## config.mk

```make
export PLATFORM = sky130hd
export DESIGN_NAME = wave_timer
export DESIGN_NICKNAME = d
export VERILOG_FILES = /design/src/inc/wave_timer_pkg.sv /design/src/rtl/wave_timer.sv
export SDC_FILE = /design/constraint.sdc
export NUM_CORES = 1
export LEC_CHECK = 0
export ABC_CLOCK_PERIOD_IN_PS = 3550
export BUFFER_PORTS_ARGS = -buffer_cell sky130_fd_sc_hd__buf_2
export CELL_PAD_IN_SITES_DETAIL_PLACEMENT = 1
export CELL_PAD_IN_SITES_GLOBAL_PLACEMENT = 2
export CORE_AREA = 2 2 103 145
export DETAILED_ROUTE_END_ITERATION = 7
export DIE_AREA = 0 0 105 147
export PLACE_DENSITY = 0.83
export SYNTH_ARGS = -nofsm -noshare
export SYNTH_HDL_FRONTEND = slang
export SYNTH_SLANG_ARGS = --single-unit
export TNS_END_PERCENT = 5
```

## constraint.sdc

```tcl
create_clock -name clock_in -period 3.55 [get_ports clock_in]
set_clock_uncertainty 0.2 [all_clocks]
set_input_delay 0.355 -clock clock_in [delete_from_list [all_inputs] [get_ports clock_in]]
set_output_delay 0.355 -clock clock_in [all_outputs]
set_load 0.01 [all_outputs]
```

## src/inc/wave_timer_pkg.sv

```systemverilog
// Purpose: Shared constants and types for the waveform and one-shot timer.
// Assumes: Registers are eight bits wide and sit in the low bits of each word.
// Notes:   Offsets are word indices on the plain register port.
package wave_timer_pkg;

  // ----------------------------------------------------------------------
  // Register offsets
  // ----------------------------------------------------------------------
  localparam logic [3:0] OFS_PRESCALE    = 4'h0;
  localparam logic [3:0] OFS_SECONDARY   = 4'h1;
  localparam logic [3:0] OFS_PRIMARY     = 4'h2;
  localparam logic [3:0] OFS_OUTPUT_CTRL = 4'h3;
  localparam logic [3:0] OFS_MODE        = 4'h4;
  localparam logic [3:0] OFS_PULSE_MODE  = 4'h5;
  localparam logic [3:0] OFS_STATUS      = 4'h6;

  // ----------------------------------------------------------------------
  // Field positions
  // ----------------------------------------------------------------------
  localparam int MODE_LO_BIT     = 0;  // Two bits of operating mode.
  localparam int SRC_LO_BIT      = 2;  // Two bits of count source select.
  localparam int RUN_BIT_POS     = 7;
  localparam int OS_START_POS    = 0;
  localparam int POLARITY_POS    = 1;
  localparam int OUT_SOURCE_POS  = 2;
  localparam int TRIG_ENABLE_POS = 0;
  localparam int TRIG_EDGE_POS   = 1;
  localparam int LATCH_BIT_POS   = 2;

  // ----------------------------------------------------------------------
  // Reset values and divider counts
  // ----------------------------------------------------------------------
  localparam logic [7:0] COUNT_RESET = 8'hff;
  localparam logic [7:0] CTRL_RESET  = 8'h00;
  localparam logic [2:0] DIV2_LAST   = 3'h1;
  localparam logic [2:0] DIV8_LAST   = 3'h7;

  typedef enum logic [1:0] {
    MODE_WAVE, MODE_ONESHOT, MODE_WAIT_ONESHOT, MODE_RESERVED
  } timer_mode_e;

  typedef enum logic [1:0] {
    SRC_F1, SRC_F2, SRC_F8, SRC_COMPANION
  } count_src_e;

  // Register port request.
  typedef struct packed {
    logic       wr;
    logic       rd;
    logic [3:0] addr;
    logic [7:0] wdata;
  } reg_req_s;

endpackage

```

## src/rtl/wave_timer.sv

```systemverilog
// Purpose: Eight-bit down timer with prescaler producing waveform and one-shot pulses.
// Assumes: One 100 MHz clock, synchronous active-low reset, plain register port.
// Notes:   Half-cycle output and interrupt timing is approximated at the count-source tick.
`timescale 1ns/1ps

module wave_timer
  import wave_timer_pkg::*;
(
  // Clock and reset.
  input  wire logic       clock_in,
  input  wire logic       rst_n_in,
  // Register port.
  input  wire logic [3:0] reg_addr_in,
  input  wire logic [7:0] reg_wdata_in,
  input  wire logic       reg_wr_in,
  input  wire logic       reg_rd_in,
  output logic      [7:0] reg_rdata_out,
  // Companion timer underflow pulse, same clock.
  input  wire logic       companion_uflow_in,
  // External trigger pin and its interrupt input enable.
  input  wire logic       ext_trigger_pin_in,
  input  wire logic       ext_irq_input_enable_in,
  // Pulse output and events.
  output logic            pulse_out_pin_out,
  output logic            timer_irq_out,
  output logic            ext_irq_out
);

  // ----------------------------------------------------------------------
  // State
  // ----------------------------------------------------------------------
  typedef struct packed {
    logic [7:0] pre_reload;   // Reload value seen by writes.
    logic [7:0] pri_reload;
    logic [7:0] sec_reload;
    logic [7:0] pre_active;   // Committed values used by the counter.
    logic [7:0] pri_active;
    logic [7:0] sec_active;
    logic [7:0] pre_cnt;
    logic [7:0] main_cnt;
    logic       in_secondary;
    logic       run;
    logic [1:0] mode;
    logic [1:0] src;
    logic       os_start;
    logic       polarity;
    logic       out_source;
    logic       out_source_used;
    logic       trig_enable;
    logic       trig_edge;
    logic       latch_bit;
    logic [2:0] div_cnt;
    logic       pin_meta;
    logic       pin_sync;
    logic       pin_prev;
    logic       wave_level;   // Logical level: 0 primary or idle, 1 secondary or pulse.
    logic       pulse_reg;
    logic       irq;
    logic       ext_irq;
    logic [7:0] rdata;
  } state_s;

  state_s   cur;
  state_s   nxt;
  reg_req_s req;

  assign req = '{wr: reg_wr_in, rd: reg_rd_in, addr: reg_addr_in, wdata: reg_wdata_in};

  // Outputs come straight from flops.
  assign reg_rdata_out     = cur.rdata;
  assign pulse_out_pin_out = cur.pulse_reg;
  assign timer_irq_out     = cur.irq;
  assign ext_irq_out       = cur.ext_irq;

  // ----------------------------------------------------------------------
  // Next-state logic
  // ----------------------------------------------------------------------
  always_comb begin
    logic tick;
    logic pre_uf;
    logic main_uf;
    logic active_edge;
    logic busy;
    logic is_wave;
    logic is_os;
    logic stop_os;
    logic start_os;
    logic pri_wr;

    nxt         = cur;
    tick        = 1'b0;
    pre_uf      = 1'b0;
    main_uf     = 1'b0;
    stop_os     = 1'b0;
    start_os    = 1'b0;
    is_wave     = (timer_mode_e'(cur.mode) == MODE_WAVE);
    is_os       = (timer_mode_e'(cur.mode) == MODE_ONESHOT) || (timer_mode_e'(cur.mode) == MODE_WAIT_ONESHOT);
    busy        = cur.os_start;
    pri_wr      = req.wr && (req.addr == OFS_PRIMARY);
    nxt.irq     = 1'b0;
    nxt.ext_irq = 1'b0;

    // Count source divider and select.
    nxt.div_cnt = cur.div_cnt + 3'h1;
    case (count_src_e'(cur.src))
      SRC_F1:        tick = 1'b1;
      SRC_F2:        tick = (cur.div_cnt[0] == DIV2_LAST[0]);
      SRC_F8:        tick = (cur.div_cnt == DIV8_LAST);
      SRC_COMPANION: tick = companion_uflow_in;
      default:       tick = 1'b0;
    endcase

    // External pin synchroniser and edge detect.
    nxt.pin_meta = ext_trigger_pin_in;
    nxt.pin_sync = cur.pin_meta;
    nxt.pin_prev = cur.pin_sync;
    active_edge  = cur.trig_edge ? (!cur.pin_sync && cur.pin_prev) : (cur.pin_sync && !cur.pin_prev);
    nxt.ext_irq = active_edge && ext_irq_input_enable_in;

    // Register writes.
    if (req.wr) begin
      case (req.addr)
        OFS_PRESCALE: begin
          nxt.pre_reload = req.wdata;
          if (!cur.run) begin
            nxt.pre_active = req.wdata;
            nxt.pre_cnt    = req.wdata;
          end
        end
        OFS_SECONDARY: nxt.sec_reload = req.wdata;
        OFS_PRIMARY: begin
          // Writing the primary commits all reload values for the next primary period.
          nxt.pri_reload = req.wdata;
          nxt.pri_active = req.wdata;
          nxt.sec_active = cur.sec_reload;
          nxt.pre_active = cur.pre_reload;
          if (!cur.run) begin
            nxt.main_cnt = req.wdata;
            nxt.pre_cnt  = cur.pre_reload;
          end
        end
        OFS_OUTPUT_CTRL: begin
          nxt.os_start   = req.wdata[OS_START_POS];
          nxt.polarity   = req.wdata[POLARITY_POS];
          nxt.out_source = req.wdata[OUT_SOURCE_POS];
          if (req.wdata[OS_START_POS] && is_os && cur.run && !busy) begin
            start_os = 1'b1;
          end
          if (!req.wdata[OS_START_POS] && busy) begin
            stop_os = 1'b1;
          end
        end
        OFS_MODE: begin
          nxt.mode = req.wdata[MODE_LO_BIT +: 2];
          nxt.src  = req.wdata[SRC_LO_BIT +: 2];
          nxt.run  = req.wdata[RUN_BIT_POS];
          if (req.wdata[RUN_BIT_POS] && !cur.run) begin
            // Counting starts from the primary value.
            nxt.in_secondary    = 1'b0;
            nxt.wave_level      = 1'b0;
            nxt.main_cnt        = cur.pri_active;
            nxt.pre_cnt         = cur.pre_active;
            nxt.out_source_used = cur.out_source;
          end
          if (!req.wdata[RUN_BIT_POS] && busy) begin
            stop_os = 1'b1;
          end
        end
        OFS_PULSE_MODE: begin
          nxt.trig_enable = req.wdata[TRIG_ENABLE_POS];
          nxt.trig_edge   = req.wdata[TRIG_EDGE_POS];
          nxt.latch_bit   = req.wdata[LATCH_BIT_POS];
        end
        default: begin
        end
      endcase
    end

    // External trigger starts a one-shot only when idle.
    if (active_edge && cur.trig_enable && ext_irq_input_enable_in && is_os && cur.run && !busy) begin
      start_os = 1'b1;
    end

    // Counting: prescaler per tick, main counter per prescaler underflow.
    if (cur.run && (is_wave || busy) && tick && !pri_wr) begin
      if (cur.pre_cnt == 8'h00) begin
        pre_uf      = 1'b1;
        nxt.pre_cnt = cur.pre_active;
      end else begin
        nxt.pre_cnt = cur.pre_cnt - 8'h01;
      end
      if (pre_uf) begin
        if (cur.main_cnt == 8'h00) begin
          main_uf = 1'b1;
        end else begin
          nxt.main_cnt = cur.main_cnt - 8'h01;
        end
      end
    end

    // Underflow handling per mode.
    if (main_uf) begin
      if (is_wave) begin
        nxt.in_secondary = !cur.in_secondary;
        nxt.wave_level   = !cur.wave_level;
        nxt.main_cnt     = cur.in_secondary ? cur.pri_active : cur.sec_active;
        if (cur.in_secondary) begin
          nxt.irq             = 1'b1;
          nxt.out_source_used = cur.out_source;
        end
      end else if ((timer_mode_e'(cur.mode) == MODE_WAIT_ONESHOT) && !cur.in_secondary) begin
        nxt.in_secondary = 1'b1;
        nxt.wave_level   = 1'b1;
        nxt.main_cnt     = cur.sec_active;
      end else begin
        stop_os = 1'b1;
        nxt.irq = 1'b1;
      end
    end

    // One-shot start and stop; stop reloads before halting.
    if (start_os) begin
      nxt.os_start     = 1'b1;
      nxt.in_secondary = 1'b0;
      nxt.wave_level   = (timer_mode_e'(cur.mode) == MODE_ONESHOT);
      nxt.main_cnt     = cur.pri_active;
      nxt.pre_cnt      = cur.pre_active;
    end
    if (stop_os) begin
      nxt.os_start     = 1'b0;
      nxt.in_secondary = 1'b0;
      nxt.wave_level   = 1'b0;
      nxt.main_cnt     = cur.pri_active;
      nxt.pre_cnt      = cur.pre_active;
    end

    // Output level: latch bit or polarity-adjusted wave.
    // The next level is used so that the pin moves on the same edge as the timer event.
    if (is_wave && nxt.out_source_used) begin
      nxt.pulse_reg = cur.latch_bit;
    end else if (is_wave && cur.run) begin
      nxt.pulse_reg = nxt.wave_level ^ !cur.polarity;
    end else begin
      nxt.pulse_reg = nxt.wave_level ^ cur.polarity;
    end

    // Register reads return live prescaler and main counts; the secondary read returns its reload value.
    nxt.rdata = 8'h00;
    if (req.rd) begin
      case (req.addr)
        OFS_PRESCALE:    nxt.rdata = cur.pre_cnt;
        OFS_SECONDARY:   nxt.rdata = cur.sec_reload;
        OFS_PRIMARY:     nxt.rdata = cur.main_cnt;
        OFS_OUTPUT_CTRL: nxt.rdata = {5'h00, cur.out_source, cur.polarity, cur.os_start};
        OFS_MODE:        nxt.rdata = {cur.run, 3'h0, cur.src, cur.mode};
        OFS_PULSE_MODE:  nxt.rdata = {5'h00, cur.latch_bit, cur.trig_edge, cur.trig_enable};
        OFS_STATUS:      nxt.rdata = {6'h00, cur.wave_level, cur.in_secondary};
        default:         nxt.rdata = 8'h00;
      endcase
    end
  end

  // ----------------------------------------------------------------------
  // State register
  // ----------------------------------------------------------------------
  always_ff @(posedge clock_in) begin
    if (!rst_n_in) begin
      cur            <= '0;
      cur.pre_reload <= COUNT_RESET;
      cur.pri_reload <= COUNT_RESET;
      cur.sec_reload <= COUNT_RESET;
      cur.pre_active <= COUNT_RESET;
      cur.pri_active <= COUNT_RESET;
      cur.sec_active <= COUNT_RESET;
      cur.pre_cnt    <= COUNT_RESET;
      cur.main_cnt   <= COUNT_RESET;
    end else begin
      cur <= nxt;
    end
  end

endmodule

```

==> flow_summary.yaml, run 1 <==
setup_path:
  path_class: "reg2reg"
  r2r_start: "cur[31]"
  critPathArrivalTime_ps: 3130
  required_ps: 3620
  crit_fanout: 7
  crit_path_start_kind: "flop"
  critical_path.endpoint_type: "flop"
  rr_worst_depth: 8
  rrSetupSlack_ps: 490
  crit_start: "cur[31]"
  reg2reg_to: "pulse_out_pin_out"
route:
  drc: 0
  wirelength_microns: 19100
  wl_per_cell_microns: 22.5
  ant_nets: 0
  firstDrtPassIters: 4
  vias: 5109
  initialDrtViolationCount: 257
  post_drt_via_cell_ratio: 6.02
floorplanning:
  core_area_sq_um: 14200
  fp.dieH_microns: 147
  die-area_sq_um: 15400
  num_rows: 52
  ios: 30
  fp.dieW_microns: 105
  start_util: 0.361
cells_and_area:
  finalNonFillerCells: 849
  mostFrequentLayoutCell: "nand2_1"
  layout-drive-gt1-share: 0.132
  final_nets: 684
  design_area_sq_um: 5640
  area_growth_syn_to_layout_pct: 10.3
  final_cell_mix: "115 x nand2_1, 87 x dfxtp_1, 52 x nand3_1"
  n_antenna_cell: 0
min_path:
  hold_path.class: "in2reg"
  worstHoldStart: "ext_trigger_pin_in"
  hold_end: "cur[14]"
  holdPathStages: 2
pwr:
  power_frac_seq: 0.480
  internal-power_uw: 1570
  combPwrFrac: 0.104
  power_density_nw_per_um2: 382
  switching_share: 0.272
  power_switching_uw: 586
  power.share.clock: 0.416
  ir_drop_mv: 0.174
  finalPower_uw: 2160
  leakagePower_uw: 0.00235
clocking:
  clock_latency_ps: 350
  cts_resized: 0
  clk_pin_slew_ps: 70
  clockBufferDepth: 2
  cts.sinks: 87
  hold_buffers: 0
  cts-buffers-inserted: 9
  clk_root_buffer_cell: "clkbuf_16"
  cts_tree: "built"
  h-tree-depth: 3
  post_cts_buffers: 0
place:
  io_buffers: 29
  place_inst: 834
  place_area_sq_um: 5380
  gp_congestion: 0.942
  dp_hpwl_microns: 14000
global_routing:
  grt_pass1_vias: 5322
  grt_overflow_total: 0
  grt_pass1_wl_microns: 29900
  antenna_found_initial: 0
  grt_util_all_layers: 0.250
  grt_start_max_net_pins: 36
sta:
  finalSetupViolCount: 0
  fin_tns_setup_ps: 0
  max_slew.worst_pin.slew_ps: 752
  fmax_mhz: 326
  rsz0062_at_grt: "false"
  finalHoldViolations: 0
  maxSlewViolCount: 0
  relSlewSlack: 0.496
  finalCritPeriodShare: 0.863
  min_period_ps: 3060
logic_synthesis:
  synth.distinct_cells: 77
  synth_edf_count: 0
  avgSynthCellArea_sq_um: 7.84
  seq_area_frac_synth: 0.341
  synth-seq-cells: 87
  yosysWarnings: 0
  synth_nets: 680
  synth_area_sq_um: 5110
  synthArstFlopShare: 0
  ys.flop_type: "dfxtp_1"
  syn_inst: 652
job:
  drv_cap: 0
run_status:
  status: "completed"
==> cell usage after synthesis (6+ instances only) <==
master | instances | area, sq um
a21boi_0 | 9 | 67.6
inv_1 | 12 | 45.0
a221oi_1 | 6 | 52.6
nand2_1 | 115 | 432
a22oi_1 | 7 | 52.6
nand4_1 | 7 | 43.8
o211ai_1 | 11 | 82.6
nor2_1 | 46 | 173
nor3b_1 | 6 | 45.0
ha_1 | 9 | 113
nand3_1 | 52 | 260
nor3_1 | 13 | 65.1
and3_1 | 12 | 75.1
and2_1 | 9 | 56.3
dfxtp_1 | 87 | 1740
mux2i_1 | 20 | 200
o21ai_0 | 25 | 125
buf_4 | 9 | 67.6
a32oi_1 | 7 | 61.3
clkbuf_1 | 28 | 105
nor2b_1 | 11 | 68.8
nand2b_1 | 7 | 43.8
buf_2 | 12 | 60.1
a21oi_1 | 29 | 145
==> metal layers <==
layer / share of wire / vias to the layer above / GRT usage / wire [microns]
li1: - / 2349 / - / -
met1: 0.40 / 2539 / 0.291 / 7700
met2: 0.51 / 168 / 0.441 / 9730
met3: 0.038 / 53 / 0.0342 / 730
met4: 0.051 / 0 / 0.131 / 972
met5: 0 / - / 0 / 0
==> cell type report <==
type                       instances  area, sq um
fill                            1807         8540
multi-input combinational        498         3070
sequential                        87         1740
timing repair buffer              48          288
clock buffer                      11          243
tap                              189          236
inverter                          12         45.0
clock inverter                     4         22.5
==> worst max-delay path, stage by stage, from the launching register on <==
cell	delay, ps
dfxtp_1	380
inv_1	120
ha_1	170
or3b_1	510
nor2_1	540
and4_1	350
o211ai_1	220
and3_1	260
o32ai_2	240
==> power groups by stage <==
stage,logic (uW),clock network (uW),registers [uW]
6_report,225,897,1030
5_1_grt,246,943,1040
4_1_cts,224,914,1030
3_5_place_dp,223,0,1060
3_3_place_gp,216,0,1050
2_1_floorplan,154,0,1040
==> logic make-up (layout without fill, tap and decap cells) <==
kind of cell    count (synthesis)  count (layout)  synth area share
simple gates                  306             306             0.298
compound gates                153             153             0.218
flops                          87              87             0.341
buf+inv                        67              75            0.0602
mux                            25              25            0.0523
fa+ha+maj                       9               9            0.0220
xor+xnor                        5               5           0.00856
==> worst max path at each step <==
stage	end	slack [ps]	cells past startpoint
final	pulse_out_pin_out	490	8
after global placement	pulse_out_pin_out	650	8
after floorplan	cur[38]	1070	9
after CTS	pulse_out_pin_out	570	8
after detailed placement	pulse_out_pin_out	610	8
after global routing	pulse_out_pin_out	400	8
==> registers in the layout (all words and copies together) (netlist names) <==
register	flops
reg_rdata_out	8
timer_irq_out	1
cur	76
pulse_out_pin_out	1
ext_irq_out	1
==> per-stage QoR <==
stage	hold WS, ps	util	worst slack [ps]
after floorplan	212	-	1070
after global routing	31.6	0.398	396
after detailed placement	224	0.379	607
after CTS	4.56	0.398	566
after global placement	226	0.379	654
final	14.9	0.398	486
(Power assumes the default switching activity.)
==> run 2: changes to the inputs <==
- ABC_CLOCK_PERIOD_IN_PS: 3550 -> 3500
- clock period: 3.55 -> 3.5 ns (I/O delays scaled with it)
==> run 2 against run 1 <==
Utilization is 0.19 points higher. Setup slack worse by 87 ps. Via count is 1.1% lower. Final cell count did not move. Maximum frequency decreased by 1.2%. Sequential cell count did not move. Global-route usage up 0.074 points. Clock-buffer cell count grew 3. Worst hold slack got worse by 7.8 ps. Critical path type unchanged. Critical endpoint unchanged.
==> flow_summary.yaml, run 2 (synthesis results as in run 1) <==
global_routing:
  grtUsageMet1: 0.301
  grt_pass1_vias: 5364
  grt_pass1_wl_microns: 30100
  met3_usage: 0.0275
  top_usage_layer: "met2"
  use_met2: 0.436
  grt_start_max_net_pins: 56
  grt_overflow_total: 0
  grt_util_all_layers: 0.250
  antenna_found_initial: 0
cells_and_area:
  final_nets: 683
  final_cell_mix: "115 x nand2_1, 87 x dfxtp_1, 52 x nand3_1"
  n_antenna_cell: 0
  area_growth_syn_to_layout_pct: 10.8
  mostFrequentLayoutCell: "nand2_1"
  design_area_sq_um: 5670
  final_util: 0.400
  layout-drive-gt1-share: 0.130
  top_register: "cur"
  largest_reg_flops: 76
sta:
  setup_ws_ps: 399
  fin_tns_setup_ps: 0
  finalCritPeriodShare: 0.886
  rsz0062_at_grt: "false"
  relSlewSlack: 0.511
  min_period_ps: 3100
  fmax_mhz: 322
  finalSetupViolCount: 0
  finalHoldViolations: 0
  max_slew.worst_pin.slew_ps: 730
  maxSlewViolCount: 0
clocking:
  hold_buffers: 0
  clk_pin_slew_ps: 70
  post_cts_buffers: 0
  h-tree-depth: 3
  cts.sinks: 87
  clk_root_buffer_cell: "clkbuf_16"
  cts-buffers-inserted: 9
  cts_resized: 0
  clockBufferDepth: 2
  clock_latency_ps: 340
  cts_tree: "built"
floorplanning:
  fp.dieH_microns: 147
  fp.dieW_microns: 105
  num_rows: 52
  start_util: 0.361
  ios: 30
  core_area_sq_um: 14200
  die-area_sq_um: 15400
pwr:
  power.share.clock: 0.425
  power_switching_uw: 580
  internal-power_uw: 1640
  leakagePower_uw: 0.00236
  power_frac_seq: 0.471
  power_density_nw_per_um2: 392
  ir_drop_mv: 0.192
  switching_share: 0.261
  combPwrFrac: 0.104
route:
  wirelength_microns: 18700
  initialDrtViolationCount: 447
  post_drt_via_cell_ratio: 5.95
  drc: 0
  firstDrtPassIters: 5
  vias: 5054
  ant_nets: 0
  wl_per_cell_microns: 22.1
place:
  dp_hpwl_microns: 13700
  io_buffers: 29
  gp_congestion: 1.00
  pre_cts_ws_ps: 461
  place_area_sq_um: 5380
job:
  drv_cap: 0
setup_path:
  required_ps: 3530
  critical_path.endpoint_type: "flop"
  path_class: "reg2reg"
  crit_fanout: 11
  critPathArrivalTime_ps: 3130
  crit_path_start_kind: "flop"
run_status:
  status: "completed"
min_path:
  hold_path.class: "in2reg"
run 2: path summary, 6_finish.rpt:
kind | startpoint | to | slack, ps | depth (start not counted)
max reg2reg | cur[27] | pulse_out_pin_out | 400 | 8
min reg2reg | cur[14] | cur[13] | 230 | 1
max | cur[27] | pulse_out_pin_out | 400 | 8
min | ext_trigger_pin_in | cur[14] | 7 | 2
run 2: power by group through the flow:
| stage | Combinational [uW] | Sequential [uW] | Clock, uW |
|---|---|---|---|
| floorplan | 156 | 1060 | 0 |
| global placement | 221 | 1070 | 0 |
| detailed placement | 228 | 1070 | 0 |
| CTS | 229 | 1050 | 958 |
| global route | 253 | 1050 | 991 |
| finish | 230 | 1050 | 944 |
run 2: area by class of cell:
type / instances / area [sq um]
fill: 1790 / 8510
multi-input combinational: 498 / 3070
sequential: 87 / 1740
timing repair buffer: 47 / 293
clock buffer: 14 / 274
tap: 189 / 236
inverter: 12 / 45.0
clock inverter: 2 / 13.8
run 2: metrics by stage:
| step | hold WS [ps] | instances | power (uW) |
|---|---|---|---|
| 6_report | 7.09 | 849 | 2220 |
| 5_1_grt | 25.0 | 849 | 2290 |
| 4_1_cts | 4.10 | 849 | 2230 |
| 3_5_place_dp | 223 | 833 | 1300 |
| 3_3_place_gp | 223 | 833 | 1290 |
| 2_1_floorplan | 212 | 652 | 1210 |
run 2: metal layers:
metal | part of all wire | vias to the layer above
met3 | 0.036 | 46
met2 | 0.51 | 149
met1 | 0.41 | 2497
met5 | 0 | -
met4 | 0.044 | 0
li1 | - | 2362
run 2: worst max-delay path, cell delays in order, from the launching register on:
cell and delay (ps):
dfxtp_1 380, inv_1 120, ha_1 400, o21ai_0 230
a221o_1 360, nor3_2 600, a31oi_1 300, o211ai_1 290
o32ai_2 100
==> run 3: changes to the inputs <==
- ABC_AREA: not set -> 1
- CORE_AREA: 2 2 103 145 -> 2 2 104 147
- DIE_AREA: 0 0 105 147 -> 0 0 106 149
- PLACE_DENSITY: 0.83 -> 0.82
==> run 3 against run 2 <==
Global-route usage decreased by 2.3 points. Final area fell by 4.3%. Setup slack improved by 200 ps. Area after synthesis decreased by 5.1%. Synthesized cell count is 9.7% higher. Register-to-register slack better by 200 ps. Sequential cell count stayed put. Critical endpoint unchanged. Highest routed layer unchanged.
==> flow_summary.yaml, run 3 <==
route:
  wl_met3_microns: 656
  initialDrtViolationCount: 312
  vias: 4962
  wirelength_microns: 17300
  wl_met1_microns: 7110
  top_layer: "met4"
  drc: 0
  ant_nets: 0
  wl_per_cell_microns: 18.7
  post_drt_via_cell_ratio: 5.37
  wl_met2_microns: 8690
  firstDrtPassIters: 5
setup_path:
  critical_path_buf_inv_count: 3
  crit_slowest_cell: "nand3_1"
  slowest_delay_ps: 430
  crit_fanout: 15
  required_ps: 3550
  critPathArrivalTime_ps: 2950
  crit_family: "simple AND/OR/NAND/NOR gates"
  path_cells: "inv_1, ha_1, inv_2, a21oi_1, nand2_1, nor2_4, nand3_1, nand2_1, nand2_1, nand2_1, nand2_1, nand2_1, nand3_1, nand2_1, inv_1"
  critical_path.endpoint_type: "flop"
  path_class: "reg2reg"
  crit_path_start_kind: "flop"
  crit_top_cell: "nand2_1"
cells_and_area:
  n_antenna_cell: 0
  ff_latch_area_sq_um: 1740
  top_register: "cur"
  multi_input_area_sq_um: 2560
  num-fill-cells: 1876
  mostFrequentLayoutCell: "nand2_1"
  design_area_sq_um: 5430
  final_cell_mix: "185 x nand2_1, 87 x dfxtp_1, 83 x inv_1"
  largest_reg_flops: 76
  layout-drive-gt1-share: 0.104
  final_nets: 756
  area_growth_syn_to_layout_pct: 11.8
place:
  gp_congestion: 0.905
  place_area_sq_um: 5100
  io_buffers: 29
  dp_hpwl_microns: 13000
global_routing:
  grt_pass1_vias: 5216
  grt_overflow_total: 0
  grt_pass1_wl_microns: 27700
  grt_util_all_layers: 0.228
  antenna_found_initial: 0
  grt_start_max_net_pins: 41
sta:
  maxSlewViolCount: 0
  finalHoldViolations: 0
  max_slew.worst_pin.slew_ps: 1060
  finalCritPeriodShare: 0.830
  hold_slack_ps: 32.3
  min_period_ps: 2910
  rsz0062_at_grt: "false"
  fmax_mhz: 344
  fin_tns_setup_ps: 0
  relSlewSlack: 0.292
  finalSetupViolCount: 0
logic_synthesis:
  synth.distinct_cells: 36
  yosysWarnings: 0
  synth_area_sq_um: 4850
  avgSynthCellArea_sq_um: 6.79
  synth_edf_count: 0
  synthArstFlopShare: 0
  synth_most_common_cell: "nand2_1"
  synth-seq-cells: 87
  synth_area_leaders: "dfxtp_1 36%, nand2_1 14%, inv_1 6.4%"
  netlist.area_leader.share: 0.359
  ys.flop_type: "dfxtp_1"
  synthTopCellsByCount: "185 x nand2_1, 87 x dfxtp_1, 83 x inv_1"
  syn_inst: 715
  seq_area_frac_synth: 0.359
  synth_nets: 743
  synth_top_area_cell: "dfxtp_1"
clocking:
  cts_tree: "built"
  clock_latency_ps: 350
  clk_root_buffer_cell: "clkbuf_16"
  h-tree-depth: 3
  clk_pin_slew_ps: 70
  cts-buffers-inserted: 9
  cts.sinks: 87
  post_cts_buffers: 0
  clockBufferDepth: 2
floorplanning:
  fp.dieH_microns: 149
  fp.dieW_microns: 106
  ios: 30
  core_area_sq_um: 14700
  num_rows: 53
  die-area_sq_um: 15800
  start_util: 0.331
pwr:
  ir_drop_mv: 0.220
  leakagePower_uw: 0.00273
  combPwrFrac: 0.097
  internal-power_uw: 1730
  power_density_nw_per_um2: 425
  power.share.clock: 0.451
  switching_share: 0.250
  power_frac_seq: 0.452
  power_switching_uw: 578
run_status:
  status: "completed"
job:
  drv_cap: 0
min_path:
  hold_path.class: "in2reg"
==> run 3: cell types whose count changed after synthesis, moves of 18 or more <==
cell	previous run	this run
o21ai_0	25	43
o211ai_1	11	40
nand2_1	115	185
a21oi_1	29	49
inv_1	12	83
mux2i_1	20	0
==> run 3: area by class of cell <==
| cell class | count | area share |
|---|---|---|
| Multi-Input combinational cell | 498 | 0.472 |
| Sequential cell | 87 | 0.321 |
| Inverter | 94 | 0.0650 |
| Clock buffer | 11 | 0.0447 |
| Tap cell | 192 | 0.0443 |
| Timing Repair Buffer | 38 | 0.0397 |
| Clock inverter | 4 | 0.0129 |
==> run 3: logic make-up after synthesis <==
logic type,count (synthesis),share of synthesized area
and+or+nand+nor,305,0.271
adders and majority gates,9,0.0232
DFF,87,0.359
AOI/OAI and AO/OA,177,0.221
buffers and inverters,130,0.113
xor gates and xnor gates,7,0.0126
==> run 3: power groups by stage <==
stage | clock network [uW] | logic [uW] | registers (uW)
floorplan | 0 | 147 | 1060
global placement | 0 | 217 | 1060
detailed placement | 0 | 223 | 1070
CTS | 1060 | 225 | 1040
global route | 1100 | 253 | 1050
finish | 1040 | 225 | 1040
==> run 3: stage by stage <==
step	instances	total power, uW	worst slack [ps]	util
after global placement	908	1280	642	0.348
after CTS	924	2330	594	0.370
after global routing	924	2400	365	0.370
after floorplan	715	1200	1410	-
final	924	2310	594	0.370
after detailed placement	908	1290	603	0.348
==> run 3: per-layer routing <==
layer / global-route usage / up-vias
met1: 0.263 / 2399
met4: 0.119 / 0
met3: 0.0367 / 41
li1: - / 2402
met2: 0.403 / 120
met5: 0 / -
==> run 3: timing repair <==
item | in CTS | in global routing
hold buffers | 1 | 0
endpoints found under the hold margin | 1 | 0
gates resized for setup | 0 | 0
==> run 3: worst min-delay path: stages <==
cell and delay [ps]:
buf_2 100, nand2_1 60, nor2_1 30
==> run 3: worst paths after layout <==
check | slack (ps) | depth (start not counted) | end | from
hold reg to reg | 230 | 2 | cur[13] | cur[14]
hold / removal | 30 | 3 | ext_irq_out | ext_irq_input_enable_in
setup / recovery | 590 | 15 | pulse_out_pin_out | cur[27]
setup reg to reg | 590 | 15 | pulse_out_pin_out | cur[27]
